<file path="src/rtl/pmcs_pkg.sv">
package pmcs_pkg;

	// Clock source identifiers, also the index into the tick vector
	localparam logic [1:0] SRC_PRI = 2'h0;
	localparam logic [1:0] SRC_AUX = 2'h1;
	localparam logic [1:0] SRC_INT = 2'h2;
	localparam int         NUM_SRC = 3;

	// Select field encodings; bit 1 set means internal block
	localparam logic [1:0] SEL_PRI = 2'h0;
	localparam logic [1:0] SEL_AUX = 2'h1;
	localparam int         SEL_INT_BIT = 1;

	// Field positions of the status bits in their registers
	localparam int PRI_ACTIVE_BIT = 3;
	localparam int FAST_RC_BIT    = 2;
	localparam int AUX_ACTIVE_BIT = 6;

	// Handover length in source cycles: old, then new
	localparam int TRANS_OLD_CYC = 2;
	localparam int TRANS_NEW_CYC = 3;

	// Crystal start-up timer length in oscillator cycles
	localparam int WARMUP_CYCLES = 1024;

	// Power managed mode of the controller
	typedef enum logic [1:0] {
		MD_RUN,
		MD_IDLE,
		MD_SLEEP,
		MD_WAKE
	} pmcs_mode_t;

	// Handover sequencer state
	typedef enum logic [1:0] {
		MX_RUN,
		MX_OLD,
		MX_NEW
	} pmcs_mux_t;

	// Values after reset
	localparam logic       RST_PRI_ACTIVE = 1'b1;
	localparam logic [1:0] RST_SRC        = SRC_PRI;

endpackage

</file>
<file path="src/rtl/pmcs_switcher.sv">
// Function
// - Select field picks source: 00 primary, 01 auxiliary, 1x internal block.
// - Changing the select starts an immediate switch if the new source is ready.
// - Halt enters Sleep when idle bit clear, else the matching Idle mode unless selected auxiliary is disabled.
// - Sleep stops CPU and peripheral clocks and disables the primary oscillator only.
// - Run modes clock core and peripherals from the current source only.
// - Idle bit is sampled at the halt to choose Sleep or Idle.
// - Each later halt uses the idle bit value current at that halt.
// - Handover takes two old-source cycles plus three new-source cycles.
// - Primary-active status reads one while primary clocks the device.
// - Fast-RC-stable reads one while stable fast internal clock drives device.
// - Aux-active status reads one while auxiliary oscillator clocks the device.
// - Normally one status bit set; none set means slow or unstable internal.
// - Internal primary config lets primary-active and fast-stable both read one.
// - Then moving to internal mode at same rate clears primary-active.
// - Reset starts primary run with primary-active set unless two-speed start.
// - Selecting auxiliary switches to it, stops primary, updates both status bits.
// - Auxiliary run is not entered while the auxiliary enable is clear.
// - Enabled but silent auxiliary oscillator withholds device clocks until running.
// - Returning to primary keeps auxiliary clock until primary ready, then swaps.
// - Return switch leaves select and idle bits alone; auxiliary keeps running.
// - Crystal primary counts ready at reset, otherwise only after 1024 oscillator cycles.
// - Selecting internal block stops primary oscillator and clears primary-active.
// - Sleep stops the primary oscillator and clears all clock status bits.
module pmcs_switcher #(
	parameter int WARM_CNT = pmcs_pkg::WARMUP_CYCLES
) (
	input  wire logic        clk,               // 200 MHz system clock
	input  wire logic        sys_rst,           // Synchronous reset, high
	input  wire logic [1:0]  clkSourceSelect,   // Source select field
	input  wire logic        idleOnHalt,        // Idle instead of Sleep
	input  wire logic        auxOscEnable,      // Auxiliary oscillator enable
	input  wire logic        haltExec,          // Halt instruction pulse
	input  wire logic        wakeEvent,         // Wake pulse
	input  wire logic        primaryIsInternal, // Config: primary is internal
	input  wire logic        twoSpeedStartup,   // Config: two-speed start
	input  wire logic        priOscPin,         // Primary oscillator level
	input  wire logic        auxOscPin,         // Auxiliary oscillator level
	input  wire logic        intOscPin,         // Internal block level
	input  wire logic        fastRcReadyPin,    // Fast internal stable level
	output logic             cpuTick,           // CPU clock enable pulse
	output logic             periphTick,        // Peripheral clock enable pulse
	output logic             primaryOscEn,      // Primary oscillator enable
	output logic             primaryClkActive,  // Status, control reg bit 3
	output logic             fastRcStable,      // Status, control reg bit 2
	output logic             auxOscActive,      // Status, timer reg bit 6
	output logic [1:0]       powerMode,         // Current mode code
	output logic             switchBusy         // Handover in progress
);

	localparam int WARM_W = $clog2(WARM_CNT);

	////////////////////////////////////////////////////////////////////////
	// Pin synchronisers and edge detect per oscillator
	wire logic [2:0] oscPin = {intOscPin, auxOscPin, priOscPin};
	logic [2:0] oscMeta_r, oscSync_r, oscPrev_r;
	logic [2:0] srcTick;

	genvar gi;
	generate
		for (gi = 0; gi < pmcs_pkg::NUM_SRC; gi++) begin : g_osc
			// Meta stage is read only by the sync stage
			always_ff @(posedge clk) begin
				if (sys_rst) begin
					oscMeta_r[gi] <= 1'b0;
					oscSync_r[gi] <= 1'b0;
					oscPrev_r[gi] <= 1'b0;
				end else begin
					oscMeta_r[gi] <= oscPin[gi];
					oscSync_r[gi] <= oscMeta_r[gi];
					oscPrev_r[gi] <= oscSync_r[gi];
				end
			end
			assign srcTick[gi] = oscSync_r[gi] & ~oscPrev_r[gi];
		end
	endgenerate

	// Fast internal stable flag, two stages
	logic rcMeta_r, rcSync_r;
	always_ff @(posedge clk) begin
		if (sys_rst) begin
			rcMeta_r <= 1'b0;
			rcSync_r <= 1'b0;
		end else begin
			rcMeta_r <= fastRcReadyPin;
			rcSync_r <= rcMeta_r;
		end
	end

	////////////////////////////////////////////////////////////////////////
	// Source decode and readiness
	pmcs_pkg::pmcs_mode_t mode_r, mode_nxt;
	logic              warmDone_r, warmDone_nxt;
	logic [WARM_W-1:0] warmCnt_r, warmCnt_nxt;
	logic              priEn_r;
	logic [1:0]        curSrc;
	logic              busy;
	logic              devTick;

	wire logic [1:0] wantSrc = clkSourceSelect[pmcs_pkg::SEL_INT_BIT] ? pmcs_pkg::SRC_INT :
		(clkSourceSelect == pmcs_pkg::SEL_AUX) ? pmcs_pkg::SRC_AUX : pmcs_pkg::SRC_PRI;
	wire logic auxBlocked = (wantSrc == pmcs_pkg::SRC_AUX) & ~auxOscEnable;
	// Internal primary needs no start-up timer
	wire logic priReady   = primaryIsInternal | warmDone_r;
	wire logic wantReady  = (wantSrc == pmcs_pkg::SRC_PRI) ? priReady :
		(wantSrc == pmcs_pkg::SRC_AUX) ? auxOscEnable : 1'b1;
	wire logic curReady   = (curSrc == pmcs_pkg::SRC_PRI) ? priReady :
		(curSrc == pmcs_pkg::SRC_AUX) ? auxOscEnable : 1'b1;
	wire logic asleep     = (mode_r == pmcs_pkg::MD_SLEEP) | (mode_r == pmcs_pkg::MD_WAKE);
	wire logic awake      = ~asleep;

	// Handover only once the new source is ready; old one clocks meanwhile
	wire logic goReq = awake & ~busy & (wantSrc != curSrc) & ~auxBlocked & wantReady;
	// Primary runs while in use, starting for a return, or warming up after wake
	wire logic sleepNxt = (mode_nxt == pmcs_pkg::MD_SLEEP);
	wire logic priEnNxt = ~sleepNxt & ((curSrc == pmcs_pkg::SRC_PRI) | (wantSrc == pmcs_pkg::SRC_PRI));
	wire logic [1:0] resetSrc = twoSpeedStartup ? pmcs_pkg::SRC_INT : pmcs_pkg::RST_SRC;

	////////////////////////////////////////////////////////////////////////
	// Handover sequencer
	pmcs_clk_mux #(
		.OLD_CYC (pmcs_pkg::TRANS_OLD_CYC),
		.NEW_CYC (pmcs_pkg::TRANS_NEW_CYC)
	) u_mux (
		.clk      (clk),
		.sys_rst  (sys_rst),
		.resetSrc (resetSrc),
		.srcTick  (srcTick),
		.goReq    (goReq),
		.goSrc    (wantSrc),
		.hold     (asleep),
		.curSrc   (curSrc),
		.busy     (busy),
		.devTick  (devTick)
	);

	////////////////////////////////////////////////////////////////////////
	// Start-up timer: counts primary cycles after enable
	always_comb begin
		warmCnt_nxt  = warmCnt_r;
		warmDone_nxt = warmDone_r;
		if (!priEn_r) begin
			// Oscillator stopped, so it must warm up again
			warmCnt_nxt  = '0;
			warmDone_nxt = 1'b0;
		end else if (!warmDone_r && srcTick[pmcs_pkg::SRC_PRI]) begin
			warmCnt_nxt = warmCnt_r + WARM_W'(1);
			if (warmCnt_r == WARM_W'(WARM_CNT - 1))
				warmDone_nxt = 1'b1;
		end
	end

	////////////////////////////////////////////////////////////////////////
	// Mode sequencing on halt and wake
	always_comb begin
		mode_nxt = mode_r;
		case (mode_r)
			pmcs_pkg::MD_RUN: begin
				if (haltExec) begin
					// Idle bit taken as it stands at this halt
					if (!idleOnHalt)
						mode_nxt = pmcs_pkg::MD_SLEEP;
					else if (!auxBlocked)
						mode_nxt = pmcs_pkg::MD_IDLE;
				end
			end
			pmcs_pkg::MD_IDLE: begin
				if (wakeEvent)
					mode_nxt = pmcs_pkg::MD_RUN;
			end
			pmcs_pkg::MD_SLEEP: begin
				if (wakeEvent)
					mode_nxt = pmcs_pkg::MD_WAKE;
			end
			pmcs_pkg::MD_WAKE: begin
				// No clocks until the selected source is ready again
				if (curReady && wantReady)
					mode_nxt = pmcs_pkg::MD_RUN;
			end
			default: mode_nxt = pmcs_pkg::MD_RUN;
		endcase
	end

	////////////////////////////////////////////////////////////////////////
	// Status follows the mode being entered, so Sleep clears it on that edge
	wire logic runOrIdle = ~sleepNxt & (mode_nxt != pmcs_pkg::MD_WAKE);
	// Handover end touches only status; select, idle and aux enable stay inputs
	wire logic stable    = ~busy;
	wire logic priActNxt = runOrIdle & stable & (curSrc == pmcs_pkg::SRC_PRI) & priReady;
	wire logic auxActNxt = runOrIdle & stable & (curSrc == pmcs_pkg::SRC_AUX);
	// Internal primary may show both primary and fast-stable set
	wire logic rcDrives  = (curSrc == pmcs_pkg::SRC_INT) |
		((curSrc == pmcs_pkg::SRC_PRI) & primaryIsInternal);
	wire logic fastNxt   = runOrIdle & stable & rcDrives & rcSync_r;
	wire logic cpuNxt    = devTick & (mode_nxt == pmcs_pkg::MD_RUN);
	wire logic perNxt    = devTick & runOrIdle;

	// Timer and mode registers
	always_ff @(posedge clk) begin
		if (sys_rst) begin
			mode_r     <= pmcs_pkg::MD_RUN;
			warmCnt_r  <= '0;
			warmDone_r <= 1'b1;
			priEn_r    <= 1'b1;
		end else begin
			mode_r     <= mode_nxt;
			warmCnt_r  <= warmCnt_nxt;
			warmDone_r <= warmDone_nxt;
			priEn_r    <= priEnNxt;
		end
	end

	// Output registers; sleep clears every tick and status bit
	always_ff @(posedge clk) begin
		if (sys_rst) begin
			cpuTick          <= 1'b0;
			periphTick       <= 1'b0;
			primaryOscEn     <= 1'b1;
			primaryClkActive <= pmcs_pkg::RST_PRI_ACTIVE;
			fastRcStable     <= 1'b0;
			auxOscActive     <= 1'b0;
			powerMode        <= 2'h0;
			switchBusy       <= 1'b0;
		end else begin
			cpuTick          <= cpuNxt;
			periphTick       <= perNxt;
			primaryOscEn     <= priEnNxt;
			primaryClkActive <= priActNxt;
			fastRcStable     <= fastNxt;
			auxOscActive     <= auxActNxt;
			powerMode        <= mode_nxt;
			switchBusy       <= busy;
		end
	end

endmodule

</file>
<file path="src/rtl/pmcs_clk_mux.sv">
// Glitch-free handover between oscillator tick streams
module pmcs_clk_mux #(
	parameter int OLD_CYC = pmcs_pkg::TRANS_OLD_CYC,
	parameter int NEW_CYC = pmcs_pkg::TRANS_NEW_CYC
) (
	input  wire logic        clk,       // System clock
	input  wire logic        sys_rst,   // Synchronous reset
	input  wire logic [1:0]  resetSrc,  // Source taken at reset
	input  wire logic [2:0]  srcTick,   // One pulse per source cycle
	input  wire logic        goReq,     // Start a handover
	input  wire logic [1:0]  goSrc,     // Source to hand over to
	input  wire logic        hold,      // Stop all device ticks
	output logic      [1:0]  curSrc,    // Source now clocking
	output logic             busy,      // Handover in progress
	output logic             devTick    // Gated device tick
);

	pmcs_pkg::pmcs_mux_t state_r, state_nxt;
	logic [1:0] curSrc_r, curSrc_nxt;
	logic [1:0] newSrc_r, newSrc_nxt;
	logic [2:0] cnt_r, cnt_nxt;
	logic       devTick_r, devTick_nxt;

	wire logic oldTick = srcTick[curSrc_r];
	wire logic newTick = srcTick[newSrc_r];
	wire logic oldLast = (cnt_r == 3'(OLD_CYC - 1));
	wire logic newLast = (cnt_r == 3'(NEW_CYC - 1));

	assign curSrc  = curSrc_r;
	assign busy    = (state_r != pmcs_pkg::MX_RUN);
	assign devTick = devTick_r;

	////////////////////////////////////////////////////////////////////////
	// Sequencer: no tick passes while a handover runs, so no runt
	always_comb begin
		state_nxt   = state_r;
		curSrc_nxt  = curSrc_r;
		newSrc_nxt  = newSrc_r;
		cnt_nxt     = cnt_r;
		devTick_nxt = 1'b0;
		case (state_r)
			pmcs_pkg::MX_RUN: begin
				devTick_nxt = oldTick & ~hold;
				if (goReq) begin
					state_nxt  = pmcs_pkg::MX_OLD;
					newSrc_nxt = goSrc;
					cnt_nxt    = 3'h0;
				end
			end
			pmcs_pkg::MX_OLD: begin
				// Two old cycles let the old clock settle low
				if (oldTick) begin
					cnt_nxt = cnt_r + 3'h1;
					if (oldLast) begin
						state_nxt = pmcs_pkg::MX_NEW;
						cnt_nxt   = 3'h0;
					end
				end
			end
			pmcs_pkg::MX_NEW: begin
				// A silent new source stalls here, withholding clocks
				if (newTick) begin
					cnt_nxt = cnt_r + 3'h1;
					if (newLast) begin
						state_nxt  = pmcs_pkg::MX_RUN;
						curSrc_nxt = newSrc_r;
						cnt_nxt    = 3'h0;
					end
				end
			end
			default: state_nxt = pmcs_pkg::MX_RUN;
		endcase
	end

	// State registers
	always_ff @(posedge clk) begin
		if (sys_rst) begin
			state_r   <= pmcs_pkg::MX_RUN;
			curSrc_r  <= resetSrc;
			newSrc_r  <= resetSrc;
			cnt_r     <= 3'h0;
			devTick_r <= 1'b0;
		end else begin
			state_r   <= state_nxt;
			curSrc_r  <= curSrc_nxt;
			newSrc_r  <= newSrc_nxt;
			cnt_r     <= cnt_nxt;
			devTick_r <= devTick_nxt;
		end
	end

endmodule

</file>
<file path="config.mk">
export PLATFORM = sky130hd
export DESIGN_NAME = pmcs_switcher
export DESIGN_NICKNAME = d
export VERILOG_FILES = /design/src/rtl/pmcs_pkg.sv /design/src/rtl/pmcs_switcher.sv /design/src/rtl/pmcs_clk_mux.sv
export SDC_FILE = /design/constraint.sdc
export NUM_CORES = 1
export LEC_CHECK = 0
export BUFFER_PORTS_ARGS = -buffer_cell sky130_fd_sc_hd__buf_4
export CAP_MARGIN = 20
export CORE_MARGIN = 2
export CORE_UTILIZATION = 23
export CTS_CLUSTER_DIAMETER = 200
export DETAILED_ROUTE_END_ITERATION = 6
export PLACE_DENSITY = 0.46
export SYNTH_ARGS = -nofsm -noshare
export SYNTH_HDL_FRONTEND = slang
export SYNTH_SLANG_ARGS = --single-unit
</file>
<file path="constraint.sdc">
create_clock -name clk -period 2.35 [get_ports clk]
set_input_delay 0.705 -clock clk [delete_from_list [all_inputs] [get_ports clk]]
set_output_delay 0.705 -clock clk [all_outputs]
set_load 0.02 [all_outputs]
</file>
# Word-level counts from Yosys, hierarchy flattened
# Cells that the tools add are included.
[word_totals]
elab_cells = 148
reg_bits = 41
ramBits = 0
mem_count = 0
mem_bits_ro = 0
latchBits = 0
[classes]
n_reduce_logical = 22
n_mul = 0
n_mux = 40
div_mod_pow = 0
n_bitwise = 34
add_sub_neg = 2
n_eq_ne = 22
shift = 0
order_cmp = 2
[op_table]
columns = ["op", "count"]
rows = [
  ["$mux W2", 20],
  ["$and A1 B1 Y1", 20],
  ["$mux W3", 5],
  ["$ne A2 B1 Y1 const B", 6],
  ["$reduce_bool A2 Y1", 6],
  ["$add A10 B1 Y10 const B", 1],
  ["$eq A10 B10 Y1 const B", 1],
  ["$eq A2 B1 Y1 const B", 5],
  ["$eq A2 B2 Y1 const B", 5],
  ["$logic_not A2 Y1", 5],
  ["$mux W1", 10],
  ["$not A1 Y1", 10],
  ["$pmux W3 S3", 1],
  ["$pmux W2 S4", 1],
  ["$lt A2 B3 Y1 const B", 2],
  ["$pmux W2 S3", 1],
  ["$reduce_and A5 Y1", 1],
  ["$bmux W1 S2", 2],
  ["$ne A2 B2 Y1 const B", 2],
  ["$or A1 B1 Y1", 4],
  ["$reduce_and A2 Y1", 2],
  ["$reduce_and A4 Y1", 1],
  ["$reduce_or A2 Y1", 2],
  ["$add A3 B1 Y3 const B", 1],
  ["7 further kinds", 8],
]

# Logic depth before layout (Yosys ltp)
# Gate-level depths: netlist of the first run.
[logic_depth]
depth_word = 15
mapped_depth = 8
ltp_nobuf = 7

# Modules after synthesis
# Synthesis of the first run repeated with hierarchy kept, for this count alone.
[unflattened]
hier_cells = 200
area_unflattened_um2 = 1901.8
[by_module_without_submodules]
columns = ["mod", "cells_per_inst", "area_per_inst_um2", "instances"]
rows = [
  ["pmcs_switcher", 126, 1216.2, 1],
  ["pmcs_clk_mux", 74, 685.7, 1],
]

# Worst setup path after synthesis of the first run
# No wires, ideal clock.
[synth_path]
path_kind = "input -> register"
start = "in clkSourceSelect[0]"
end = "reg u_mux.cnt_r[2]"
slack_ns = 0.121
path_stages = 5
arrival_ns = 2.128
n_path_buf = 0
setup_time_ns = 0.101
path_cell_list = "or3b_1 -> o41ai_1 -> o41a_1 -> or3_4 -> o41ai_1"
[synth_via]
elab_chain_len = 10
word_cells_on_any_way = 15
[synth_lines]
columns = ["item", "line_no", "rtl"]
rows = [
  ["from (decl)", "pmcs_switcher.sv:30", "input wire logic [1:0] clkSourceSelect,"],
  ["$eq A2 B1 Y1 (*)", "pmcs_switcher.sv:101", "(clkSourceSelect == pmcs_pkg::SEL_AUX) ? pmcs_pkg::SRC_AUX : pmcs_pkg::SRC_PRI;"],
  ["$mux W1 (*)", "pmcs_switcher.sv:101", ""],
  ["$mux W2 (*)", "pmcs_switcher.sv:100", "wire logic [1:0] wantSrc = clkSourceSelect[pmcs_pkg::SEL_INT_BIT] ? pmcs_pkg::SRC_INT :"],
  ["$eq A2 B1 Y1", "pmcs_switcher.sv:102, pmcs_switcher.sv:106", ""],
  ["$and A1 B1 Y1", "pmcs_switcher.sv:102", "wire logic auxBlocked = (wantSrc == pmcs_pkg::SRC_AUX) & ~auxOscEnable;"],
  ["$not A1 Y1", "pmcs_switcher.sv:113", "wire logic goReq = awake & ~busy & (wantSrc != curSrc) & ~auxBlocked & wantReady;"],
  ["$and A1 B1 Y1", "pmcs_switcher.sv:113", ""],
  ["$and A1 B1 Y1 (*)", "pmcs_switcher.sv:113", ""],
  ["$ne A2 B2 Y1 (no line) (*)", "n/a", ""],
  ["$reduce_and A4 Y1 (no line) (*)", "n/a", ""],
  ["to (signal assigned)", "pmcs_clk_mux.sv:87", "cnt_r <= cnt_nxt;"],
  ["to (decl)", "pmcs_clk_mux.sv:21", "logic [2:0] cnt_r, cnt_nxt;"],
]
# Mark *: on every way between the ends. The rest lies on a longest branch, timed or not.
# A chain may end at the register's enable or synchronous reset.

# Worst setup path in the final report of the first run
[layout_path]
start = "reg u_mux.curSrc_r[0] (netlist: u_mux.curSrc[0])"
end = "reg u_mux.cnt_r[2]"
[layout_via]
elab_chain_len = 6
word_cells_on_any_way = 9
[layout_lines]
columns = ["item", "line_no", "rtl"]
rows = [
  ["from (decl)", "pmcs_clk_mux.sv:19", "logic [1:0] curSrc_r, curSrc_nxt;"],
  ["from (signal assigned)", "pmcs_clk_mux.sv:79", "curSrc_r <= resetSrc;"],
  ["from (signal assigned)", "pmcs_clk_mux.sv:85", "curSrc_r <= curSrc_nxt;"],
  ["$ne A2 B2 Y1", "pmcs_switcher.sv:113", ""],
  ["$and A1 B1 Y1 (3 in a row)", "pmcs_switcher.sv:113", ""],
  ["$ne A2 B2 Y1 (no line)", "n/a", ""],
  ["$reduce_and A4 Y1 (no line) (*)", "n/a", ""],
]
# Mark *: on every way between the ends. The rest lies on a longest branch, timed or not. The select of a mux whose other input is x is not followed.

==> impl_metrics.env, run 1 <==
export IMPL_syn_area_per_cell_sq_um=9.49
export IMPL_power_density_nw_per_um2=766
export IMPL_ios=23
export IMPL_coreArea_sq_um=7810
export IMPL_hold_path_class="reg2reg"
export IMPL_die_area_sq_um=8910
export IMPL_place_hpwl_mm=2.83
export IMPL_first_pass_iters=4
export IMPL_cts_setup_buffers=0
export IMPL_use_met1=0.132
export IMPL_period_share=0.935
export IMPL_fin_skew_ns=0.0112
export IMPL_critical_path_top_delay_family="simple AND/OR/NAND/NOR gates"
export IMPL_synth_seq_area_share=0.458
export IMPL_fmax_mhz=455
export IMPL_hold_ws_ns=0.439
export IMPL_critPathMaxFanout=8
export IMPL_drt_wl_total_mm=3.95
export IMPL_grt_max_degree=37
export IMPL_path_clk_slew_ns=0.08
export IMPL_slew_headroom=0.720
export IMPL_cp_start_kind="flip-flop"
export IMPL_fin_crit_ns=2.20
export IMPL_regArea_sq_um=861
export IMPL_postSynthCellCount=198
export IMPL_gp_congestion=0.724
export IMPL_finalHoldViolations=0
export IMPL_setup_viol=0
export IMPL_cts_sinks=41
export IMPL_cp_required_ns=2.54
export IMPL_vias_per_cell=4.54
export IMPL_ant_nets=0
export IMPL_cts_buffers=5
export IMPL_async_reset_ff_frac=0
export IMPL_port_buffers=22
export IMPL_syn_area_sq_um=1880
export IMPL_place_area_sq_um=2190
export IMPL_worst_setup_path_type="reg2reg"
export IMPL_maxSlewViolCount=0
export IMPL_rsz0062_at_grt="no"
export IMPL_ctsHtreeMaxLevel=2
export IMPL_critical_path_max_stage_delay_ns=0.60
export IMPL_die_h_um=94.4
export IMPL_clockRootBuffer="clkbuf_8"
export IMPL_use_met2=0.149
export IMPL_cts_path_max_buffers=2
export IMPL_initial_core_util=0.241
export IMPL_yosysWarnings=0
export IMPL_status="complete, no violations"
export IMPL_top_usage_layer="met2"
export IMPL_rows=32
export IMPL_cp_slowest_cell="or4bb_1"
export IMPL_antenna_found_initial=0
export IMPL_fp_dieW_um=94.4
export IMPL_layout_drive_gt1_share=0.180
export IMPL_num_vias=1497
export IMPL_insertion_delay_ns=0.30
export IMPL_total_power_uw=1750
export IMPL_grt_overflow_total=0
export IMPL_insertedDiodeCount=0
export IMPL_cts_tree="yes"
export IMPL_ctsHoldBuffers=0
export IMPL_multi_input_area_sq_um=958
export IMPL_reg2reg_slack_ns=0.15
export IMPL_synthDistinctLibCells=48
export IMPL_grt_pass1_wl_mm=6.87
export IMPL_finalInstanceArea_sq_um=2290
export IMPL_drv_cap=0
export IMPL_path_buf_inv=0
export IMPL_crit_chain="or4bb_1 -> nand4_1 -> o31ai_2 -> or3_4 -> o41ai_1"
export IMPL_critical_path_arrival_ns=2.38
export IMPL_cp_end_kind="flip-flop"
export IMPL_wl_per_cell_um=12.0
export IMPL_worstMarginPinSlew_ns=0.417
export IMPL_fillers=835
export IMPL_ys_seq_elements=41
export IMPL_cts_resized=0
export IMPL_nNetsFinal=246
export IMPL_synth_edf_count=4
export IMPL_grt_use_met3=0.0263
export IMPL_p_leak_uw=0.000847
export IMPL_drcViolationCount=0
export IMPL_syn_to_final_growth_pct=21.8
export IMPL_syn_nets=217
export IMPL_synthFlopType="dfxtp_1"
export IMPL_grtUsageTotal=0.0971
export IMPL_drtIter0Drc=70
export IMPL_grt_pass1_vias=1469
export IMPL_ir_worst_vdd_mv=0.199
power by group:
group	internal [uW]	leakage, uW	switching, uW
clock network	273	0.0000534	246
logic	203	0.000451	238
registers	756	0.000343	37.7
total	1230	0.000847	522
layer usage:
layer / wire length (um) / part of all wire
met2: 1660 / 0.42
met3: 183 / 0.046
met4: 53 / 0.013
met5: 0 / 0
met1: 2050 / 0.52
worst reg2reg max path, stage by stage (launching register included):
cell      delay, ns
edfxtp_1       0.52
or4bb_1        0.60
nand4_1        0.14
o31ai_2        0.12
or3_4          0.39
o41ai_1        0.34
registers in the layout (all words and copies together), names as in the netlist, 2 cells and up:
name            flops
oscSync_r           3
powerMode           2
u_mux.cnt_r         3
u_mux.state_r       2
u_mux.curSrc        2
u_mux.newSrc_r      2
warmCnt_r          10
oscMeta_r           3
oscPrev_r           3
cells in the final DEF, fill, tap and decap left out, types with 3 or more instances in the layout:
cell / count
nand4_1: 5
o41ai_1: 5
or3_1: 3
nor3_1: 6
nand2_1: 8
nor2_1: 18
xor2_1: 7
inv_1: 8
ha_1: 5
nor3b_1: 5
dfxtp_1: 37
nor2b_1: 15
o21ai_0: 7
buf_4: 28
a21oi_1: 7
nand2b_1: 12
edfxtp_1: 4
mux2i_1: 3
clkbuf_8: 5
logic make-up after synthesis:
logic type	after synthesis	share of synthesized area
AND/OR/NAND/NOR	90	0.286
AO/OA/AOI/OAI	37	0.137
adder cells (fa/ha/maj)	5	0.0333
flip-flops	41	0.458
buffers and inverters	14	0.0320
multiplexers	3	0.0160
XOR/XNOR	8	0.0373
through the flow:
stage           util  std cells  setup WS (ns)  setup TNS [ns]
2_1_floorplan      -        198          0.121               0
3_3_place_gp   0.280        322        -0.0216         -0.0529
3_5_place_dp   0.280        322        -0.0430          -0.107
4_1_cts        0.293        330          0.172               0
5_1_grt        0.293        330         0.0675               0
6_report       0.293        330          0.152               0
final timing paths:
kind                                                    start                     endpoint  cells after the start
worst max-delay path            u_mux.curSrc[0]$_SDFFCE_PP0P_  u_mux.cnt_r[2]$_SDFFE_PP0P_                      5
worst min-delay path                      rcMeta_r$_SDFF_PP0_          rcSync_r$_SDFF_PP0_                      1
worst max register to register  u_mux.curSrc[0]$_SDFFCE_PP0P_  u_mux.cnt_r[2]$_SDFFE_PP0P_                      5
worst min register to register            rcMeta_r$_SDFF_PP0_          rcSync_r$_SDFF_PP0_                      1
layout make-up:
| cell class | instances | share of cell area |
|---|---|---|
| Tap cell | 102 | 0.0557 |
| Clock inverter | 1 | 0.00219 |
| Multi-Input combinational cell | 143 | 0.419 |
| Inverter | 8 | 0.0131 |
| Sequential cell | 41 | 0.376 |
| Timing Repair Buffer | 28 | 0.0918 |
| Clock buffer | 7 | 0.0426 |
Yosys cell counts, types with 4 or more instances:
| cell | count | area, sq um |
|---|---|---|
| nor2b_1 | 15 | 93.8 |
| nand2_1 | 8 | 30.0 |
| nand4_1 | 5 | 31.3 |
| edfxtp_1 | 4 | 120 |
| a21oi_1 | 7 | 35.0 |
| o41ai_1 | 5 | 43.8 |
| inv_1 | 8 | 30.0 |
| ha_1 | 5 | 62.6 |
| clkbuf_1 | 5 | 18.8 |
| nor2_1 | 18 | 67.6 |
| nor3_1 | 6 | 30.0 |
| xor2_1 | 7 | 61.3 |
| nor3b_1 | 5 | 37.5 |
| nand2b_1 | 12 | 75.1 |
| o21ai_0 | 7 | 35.0 |
| dfxtp_1 | 37 | 741 |
Note: power is estimated with default switching activity, not from simulation.
==> run 2: changes to the inputs <==
--- a/config.mk
+++ b/config.mk
@@ -14,2 +14,4 @@
 export PLACE_DENSITY = 0.46
+export SKIP_CTS_REPAIR_TIMING = 1
+export SLEW_MARGIN = 20
 export SYNTH_ARGS = -nofsm -noshare
==> constraint.sdc (replaced) <==
create_clock -name clk -period 2.35 [get_ports clk]
set_input_delay 0.3525 -clock clk [delete_from_list [all_inputs] [get_ports clk]]
set_output_delay 0.3525 -clock clk [all_outputs]
set_load 0.02 [all_outputs]
==> run 2 against run 1 <==
Effect of this change:
- final cell count shrank 1.5%
- register-to-register slack gained 0.05 ns
- combinational power shrank 8.8%
- critical path depth is the same
- global-route usage shrank 0.38 points
- largest cell class unchanged
- sequential power is essentially flat
- clock-buffer cell count shrank 1
- clock power grew 6.4%
- critical endpoint unchanged
- via count shrank 2.1%
- non-clock buffer count shrank 5
==> impl_metrics.env, run 2 (synthesized netlist as in run 1, its figures left out) <==
export IMPL_reg2reg_slack_ns=0.21
export IMPL_grt_pass1_vias=1352
export IMPL_hold_path_class="in2reg"
export IMPL_clockRootBuffer="clkbuf_8"
export IMPL_gp_congestion=0.745
export IMPL_maxSlewViolCount=0
export IMPL_final_common_cell="dfxtp_1"
export IMPL_grt_pass1_wl_mm=6.45
export IMPL_ctsHtreeMaxLevel=2
export IMPL_die_area_sq_um=8910
export IMPL_status="complete, no violations"
export IMPL_p_leak_uw=0.000824
export IMPL_fin_skew_ns=0.00914
export IMPL_cp_required_ns=2.54
export IMPL_layout_common_cells="dfxtp_1 (37), buf_4 (23), nor2_1 (18), nor2b_1 (15), nand2b_1 (12)"
export IMPL_cts_path_max_buffers=2
export IMPL_nNetsFinal=241
export IMPL_worstMarginPinSlew_ns=0.633
export IMPL_wl_per_cell_um=11.9
export IMPL_holdPathEnd="oscMeta_r[0]$_SDFF_PP0_"
export IMPL_rsz0062_at_grt="no"
export IMPL_fp_dieW_um=94.4
export IMPL_ios=23
export IMPL_rows=32
export IMPL_place_hpwl_mm=2.77
export IMPL_period_share=0.913
export IMPL_first_pass_iters=4
export IMPL_largest_reg_flops=10
export IMPL_hold_depth=2
export IMPL_grt_overflow_total=0
export IMPL_tns_ns=0
export IMPL_cp_end_kind="flip-flop"
export IMPL_drtIter0Drc=119
export IMPL_fin_crit_ns=2.14
export IMPL_power_density_nw_per_um2=774
export IMPL_drv_cap=0
export IMPL_reg2reg_depth=5
export IMPL_port_buffers=22
export IMPL_grtUsageTotal=0.0933
export IMPL_num_vias=1465
export IMPL_worst_setup_path_type="reg2reg"
export IMPL_setup_viol=0
export IMPL_cts_tree="yes"
export IMPL_vias_per_cell=4.51
export IMPL_syn_to_final_growth_pct=20.1
export IMPL_layout_drive_gt1_share=0.161
export IMPL_worst_r2r_endpoint="u_mux.cnt_r[2]$_SDFFE_PP0P_"
export IMPL_die_h_um=94.4
export IMPL_insertion_delay_ns=0.29
export IMPL_antenna_found_initial=0
export IMPL_critPathMaxFanout=9
export IMPL_hp_start="priOscPin"
export IMPL_initial_core_util=0.241
export IMPL_cp_start_kind="flip-flop"
export IMPL_fillers=839
export IMPL_path_clk_slew_ns=0.08
export IMPL_total_power_uw=1750
export IMPL_slew_headroom=0.573
export IMPL_regMostFlops="warmCnt_r"
export IMPL_ir_worst_vdd_mv=0.267
export IMPL_cts_sinks=41
export IMPL_critical_path_arrival_ns=2.34
export IMPL_cts_buffers=5
export IMPL_drt_wl_total_mm=3.87
export IMPL_setup_worst_path_start="u_mux.curSrc[1]$_DFFE_PP_"
export IMPL_finalHoldViolations=0
export IMPL_coreArea_sq_um=7810
export IMPL_grt_max_degree=37
export IMPL_fmax_mhz=466
export IMPL_insertedDiodeCount=0
export IMPL_utilization=0.289
export IMPL_r2r_start="u_mux.curSrc[1]$_DFFE_PP_"
export IMPL_drcViolationCount=0
export IMPL_ant_nets=0
==> run 2: changes by cell type in the layout (fill, tap and decap cells not counted), sizes merged <==
cell,previous run,this run
buf,28,23
bufinv,0,1
clkbuf,7,6
==> run 2: per-stage QoR <==
stage          area, sq um  hold WS [ns]  worst slack (ns)  cells
2_1_floorplan         1880         0.414             0.337    198
6_report              2260         0.274             0.205    325
3_3_place_gp          2150         0.427             0.232    317
4_1_cts               2260         0.268             0.194    325
5_1_grt               2260         0.271            0.0893    325
3_5_place_dp          2150         0.423             0.185    317
==> run 2: worst max-delay path, cell delays in order, from the launching register on <==
cell,delay [ns]
edfxtp_1,0.50
or4b_4,0.58
nand4_1,0.13
o31ai_2,0.12
or3_4,0.40
o41ai_1,0.32
==> run 2: final cells by class <==
class | instances | area, sq um | share of cell area
multi-input combinational | 143 | 958 | 0.425
sequential | 41 | 861 | 0.381
timing repair buffer | 23 | 173 | 0.0765
tap | 102 | 128 | 0.0565
clock buffer | 6 | 72.6 | 0.0322
clock inverter | 2 | 35.0 | 0.0155
inverter | 8 | 30.0 | 0.0133
==> run 2: layer usage <==
layer,global-route usage,share of wire
met1,0.132,0.52
met3,0.0295,0.057
met5,0,0
met4,0.0290,0.0057
met2,0.135,0.41
==> run 2: worst max-delay path by stage <==
| stage | end | slack (ns) | cells past startpoint |
|---|---|---|---|
| after floorplan | u_mux.cnt_r[2]$_SDFFE_PP0P_ | 0.34 | 6 |
| after global placement | u_mux.cnt_r[2]$_SDFFE_PP0P_ | 0.23 | 6 |
| after detailed placement | u_mux.cnt_r[2]$_SDFFE_PP0P_ | 0.18 | 5 |
| after CTS | u_mux.cnt_r[2]$_SDFFE_PP0P_ | 0.19 | 5 |
| after global routing | u_mux.cnt_r[2]$_SDFFE_PP0P_ | 0.09 | 5 |
| final | u_mux.cnt_r[2]$_SDFFE_PP0P_ | 0.21 | 5 |
==> run 2: power breakdown <==
| part | internal, uW | switching [uW] |
|---|---|---|
| clock | 315 | 236 |
| combinational | 175 | 226 |
| sequential | 756 | 38.7 |
| total | 1250 | 501 |
==> run 3: changes to the inputs <==
Settings changed: BUFFER_PORTS_ARGS -buffer_cell sky130_fd_sc_hd__buf_4 to not set, DONT_BUFFER_PORTS set to 1, PLACE_DENSITY 0.46 to 0.43.
==> run 3 against run 2 <==
Effect of this change:
- non-clock buffer count decreased by 21
- register-to-register slack about the same
- core utilization decreased by 1.7 points
- critical endpoint unchanged
- largest power group unchanged
==> impl_metrics.env, run 3 (synthesized netlist as in run 1, its figures left out) <==
export IMPL_grtUsageTotal=0.0970
export IMPL_ant_nets=0
export IMPL_fmax_mhz=464
export IMPL_insertedDiodeCount=0
export IMPL_cts_buffers=5
export IMPL_wl_per_cell_um=13.1
export IMPL_power_density_nw_per_um2=854
export IMPL_place_hpwl_mm=2.82
export IMPL_fin_crit_ns=2.15
export IMPL_num_vias=1405
export IMPL_drt_wl_total_mm=3.98
export IMPL_dpl_cell_count=296
export IMPL_tns_ns=0
export IMPL_ios=23
export IMPL_period_share=0.917
export IMPL_clockRootBuffer="clkbuf_8"
export IMPL_setup_viol=0
export IMPL_nNetsFinal=220
export IMPL_cts_tree="yes"
export IMPL_ir_worst_vdd_mv=0.219
export IMPL_cp_start_kind="flip-flop"
export IMPL_worst_setup_path_type="reg2reg"
export IMPL_critPathMaxFanout=9
export IMPL_slew_headroom=0.649
export IMPL_critical_path_arrival_ns=2.36
export IMPL_fillers=840
export IMPL_hold_path_class="in2reg"
export IMPL_grt_overflow_total=0
export IMPL_die_h_um=94.4
export IMPL_cp_required_ns=2.55
export IMPL_syn_to_final_growth_pct=13.0
export IMPL_maxSlewViolCount=0
export IMPL_finalNonFillerCells=304
export IMPL_regMostFlops="warmCnt_r"
export IMPL_cts_path_max_buffers=2
export IMPL_die_area_sq_um=8910
export IMPL_final_common_cell="dfxtp_1"
export IMPL_insertion_delay_ns=0.29
export IMPL_fin_skew_ns=0.0103
export IMPL_largest_reg_flops=10
export IMPL_drv_cap=0
export IMPL_fp_dieW_um=94.4
export IMPL_finalHoldViolations=0
export IMPL_gp_congestion=0.738
export IMPL_vias_per_cell=4.62
export IMPL_path_clk_slew_ns=0.09
export IMPL_antenna_found_initial=0
export IMPL_drtIter0Drc=57
export IMPL_grt_pass1_vias=1403
export IMPL_grt_max_degree=37
export IMPL_worstMarginPinSlew_ns=0.519
export IMPL_p_leak_uw=0.000732
export IMPL_cts_sinks=41
export IMPL_layout_drive_gt1_share=0.0792
export IMPL_cp_end_kind="flip-flop"
export IMPL_coreArea_sq_um=7810
export IMPL_port_buffers=0
export IMPL_layout_common_cells="dfxtp_1 (37), nor2_1 (18), nor2b_1 (15), nand2b_1 (12)"
export IMPL_rows=32
export IMPL_status="complete, no violations"
export IMPL_ctsHtreeMaxLevel=2
export IMPL_grt_pass1_wl_mm=6.67
export IMPL_drcViolationCount=0
export IMPL_first_pass_iters=4
export IMPL_rsz0062_at_grt="no"
export IMPL_initial_core_util=0.241
==> run 3: cell types whose count changed in the layout (fill, tap and decap cells not counted) <==
| cell | previous run | this run |
|---|---|---|
| buf_4 | 23 | 2 |
| clkbuf_1 | 1 | 0 |
| clkbuf_16 | 0 | 1 |
| clkinv_2 | 1 | 0 |
| inv_6 | 0 | 1 |
==> run 3: path summary, 6_finish.rpt <==
path                        startpoint                           to  depth (start not counted)  slack (ns)
max          u_mux.curSrc[1]$_DFFE_PP_  u_mux.cnt_r[2]$_SDFFE_PP0P_                          5        0.20
min                            sys_rst      oscMeta_r[2]$_SDFF_PP0_                          1        0.11
max reg2reg  u_mux.curSrc[1]$_DFFE_PP_  u_mux.cnt_r[2]$_SDFFE_PP0P_                          5        0.20
min reg2reg        rcMeta_r$_SDFF_PP0_          rcSync_r$_SDFF_PP0_                          1        0.44
==> run 3: layer usage <==
metal / GRT usage / wire, um / up-vias
met4: 0.0362 / 57 / 0
met2: 0.161 / 1820 / 34
met5: 0 / 0 / -
met1: 0.119 / 1910 / 653
met3: 0.0279 / 200 / 5
li1: - / - / 713
==> run 3: power by group <==
group | switching, uW | total [uW] | internal [uW] | leakage [uW]
Combinational | 202 | 351 | 149 | 0.000322
Clock | 267 | 653 | 385 | 0.0000669
Sequential | 55.3 | 811 | 756 | 0.000343
==> run 3: worst max-delay path, cell delays in order, from the launching register on <==
cell and delay (ns):
edfxtp_1 0.51, or4b_4 0.58, nand4_1 0.12, o31ai_2 0.12, or3_4 0.41, o41ai_1 0.31
==> run 3: stage by stage <==
stage	util	hold WS, ns	instance area, sq um	setup WS [ns]	total power, uW
2_1_floorplan	-	0.414	1880	0.337	1090
3_3_place_gp	0.255	0.420	1990	0.253	1180
3_5_place_dp	0.255	0.422	1990	0.215	1180
4_1_cts	0.272	0.102	2120	0.191	1840
5_1_grt	0.272	0.0944	2120	0.0583	1930
6_report	0.272	0.114	2120	0.196	1810
==> run 3: layout make-up <==
cell class / instances / area (sq um) / share of cell area
clock buffer: 6 / 93.8 / 0.0442
clock inverter: 2 / 38.8 / 0.0183
inverter: 8 / 30.0 / 0.0141
multi-input combinational: 143 / 958 / 0.451
sequential: 41 / 861 / 0.405
tap: 102 / 128 / 0.0601
timing repair buffer: 2 / 15.0 / 0.00707
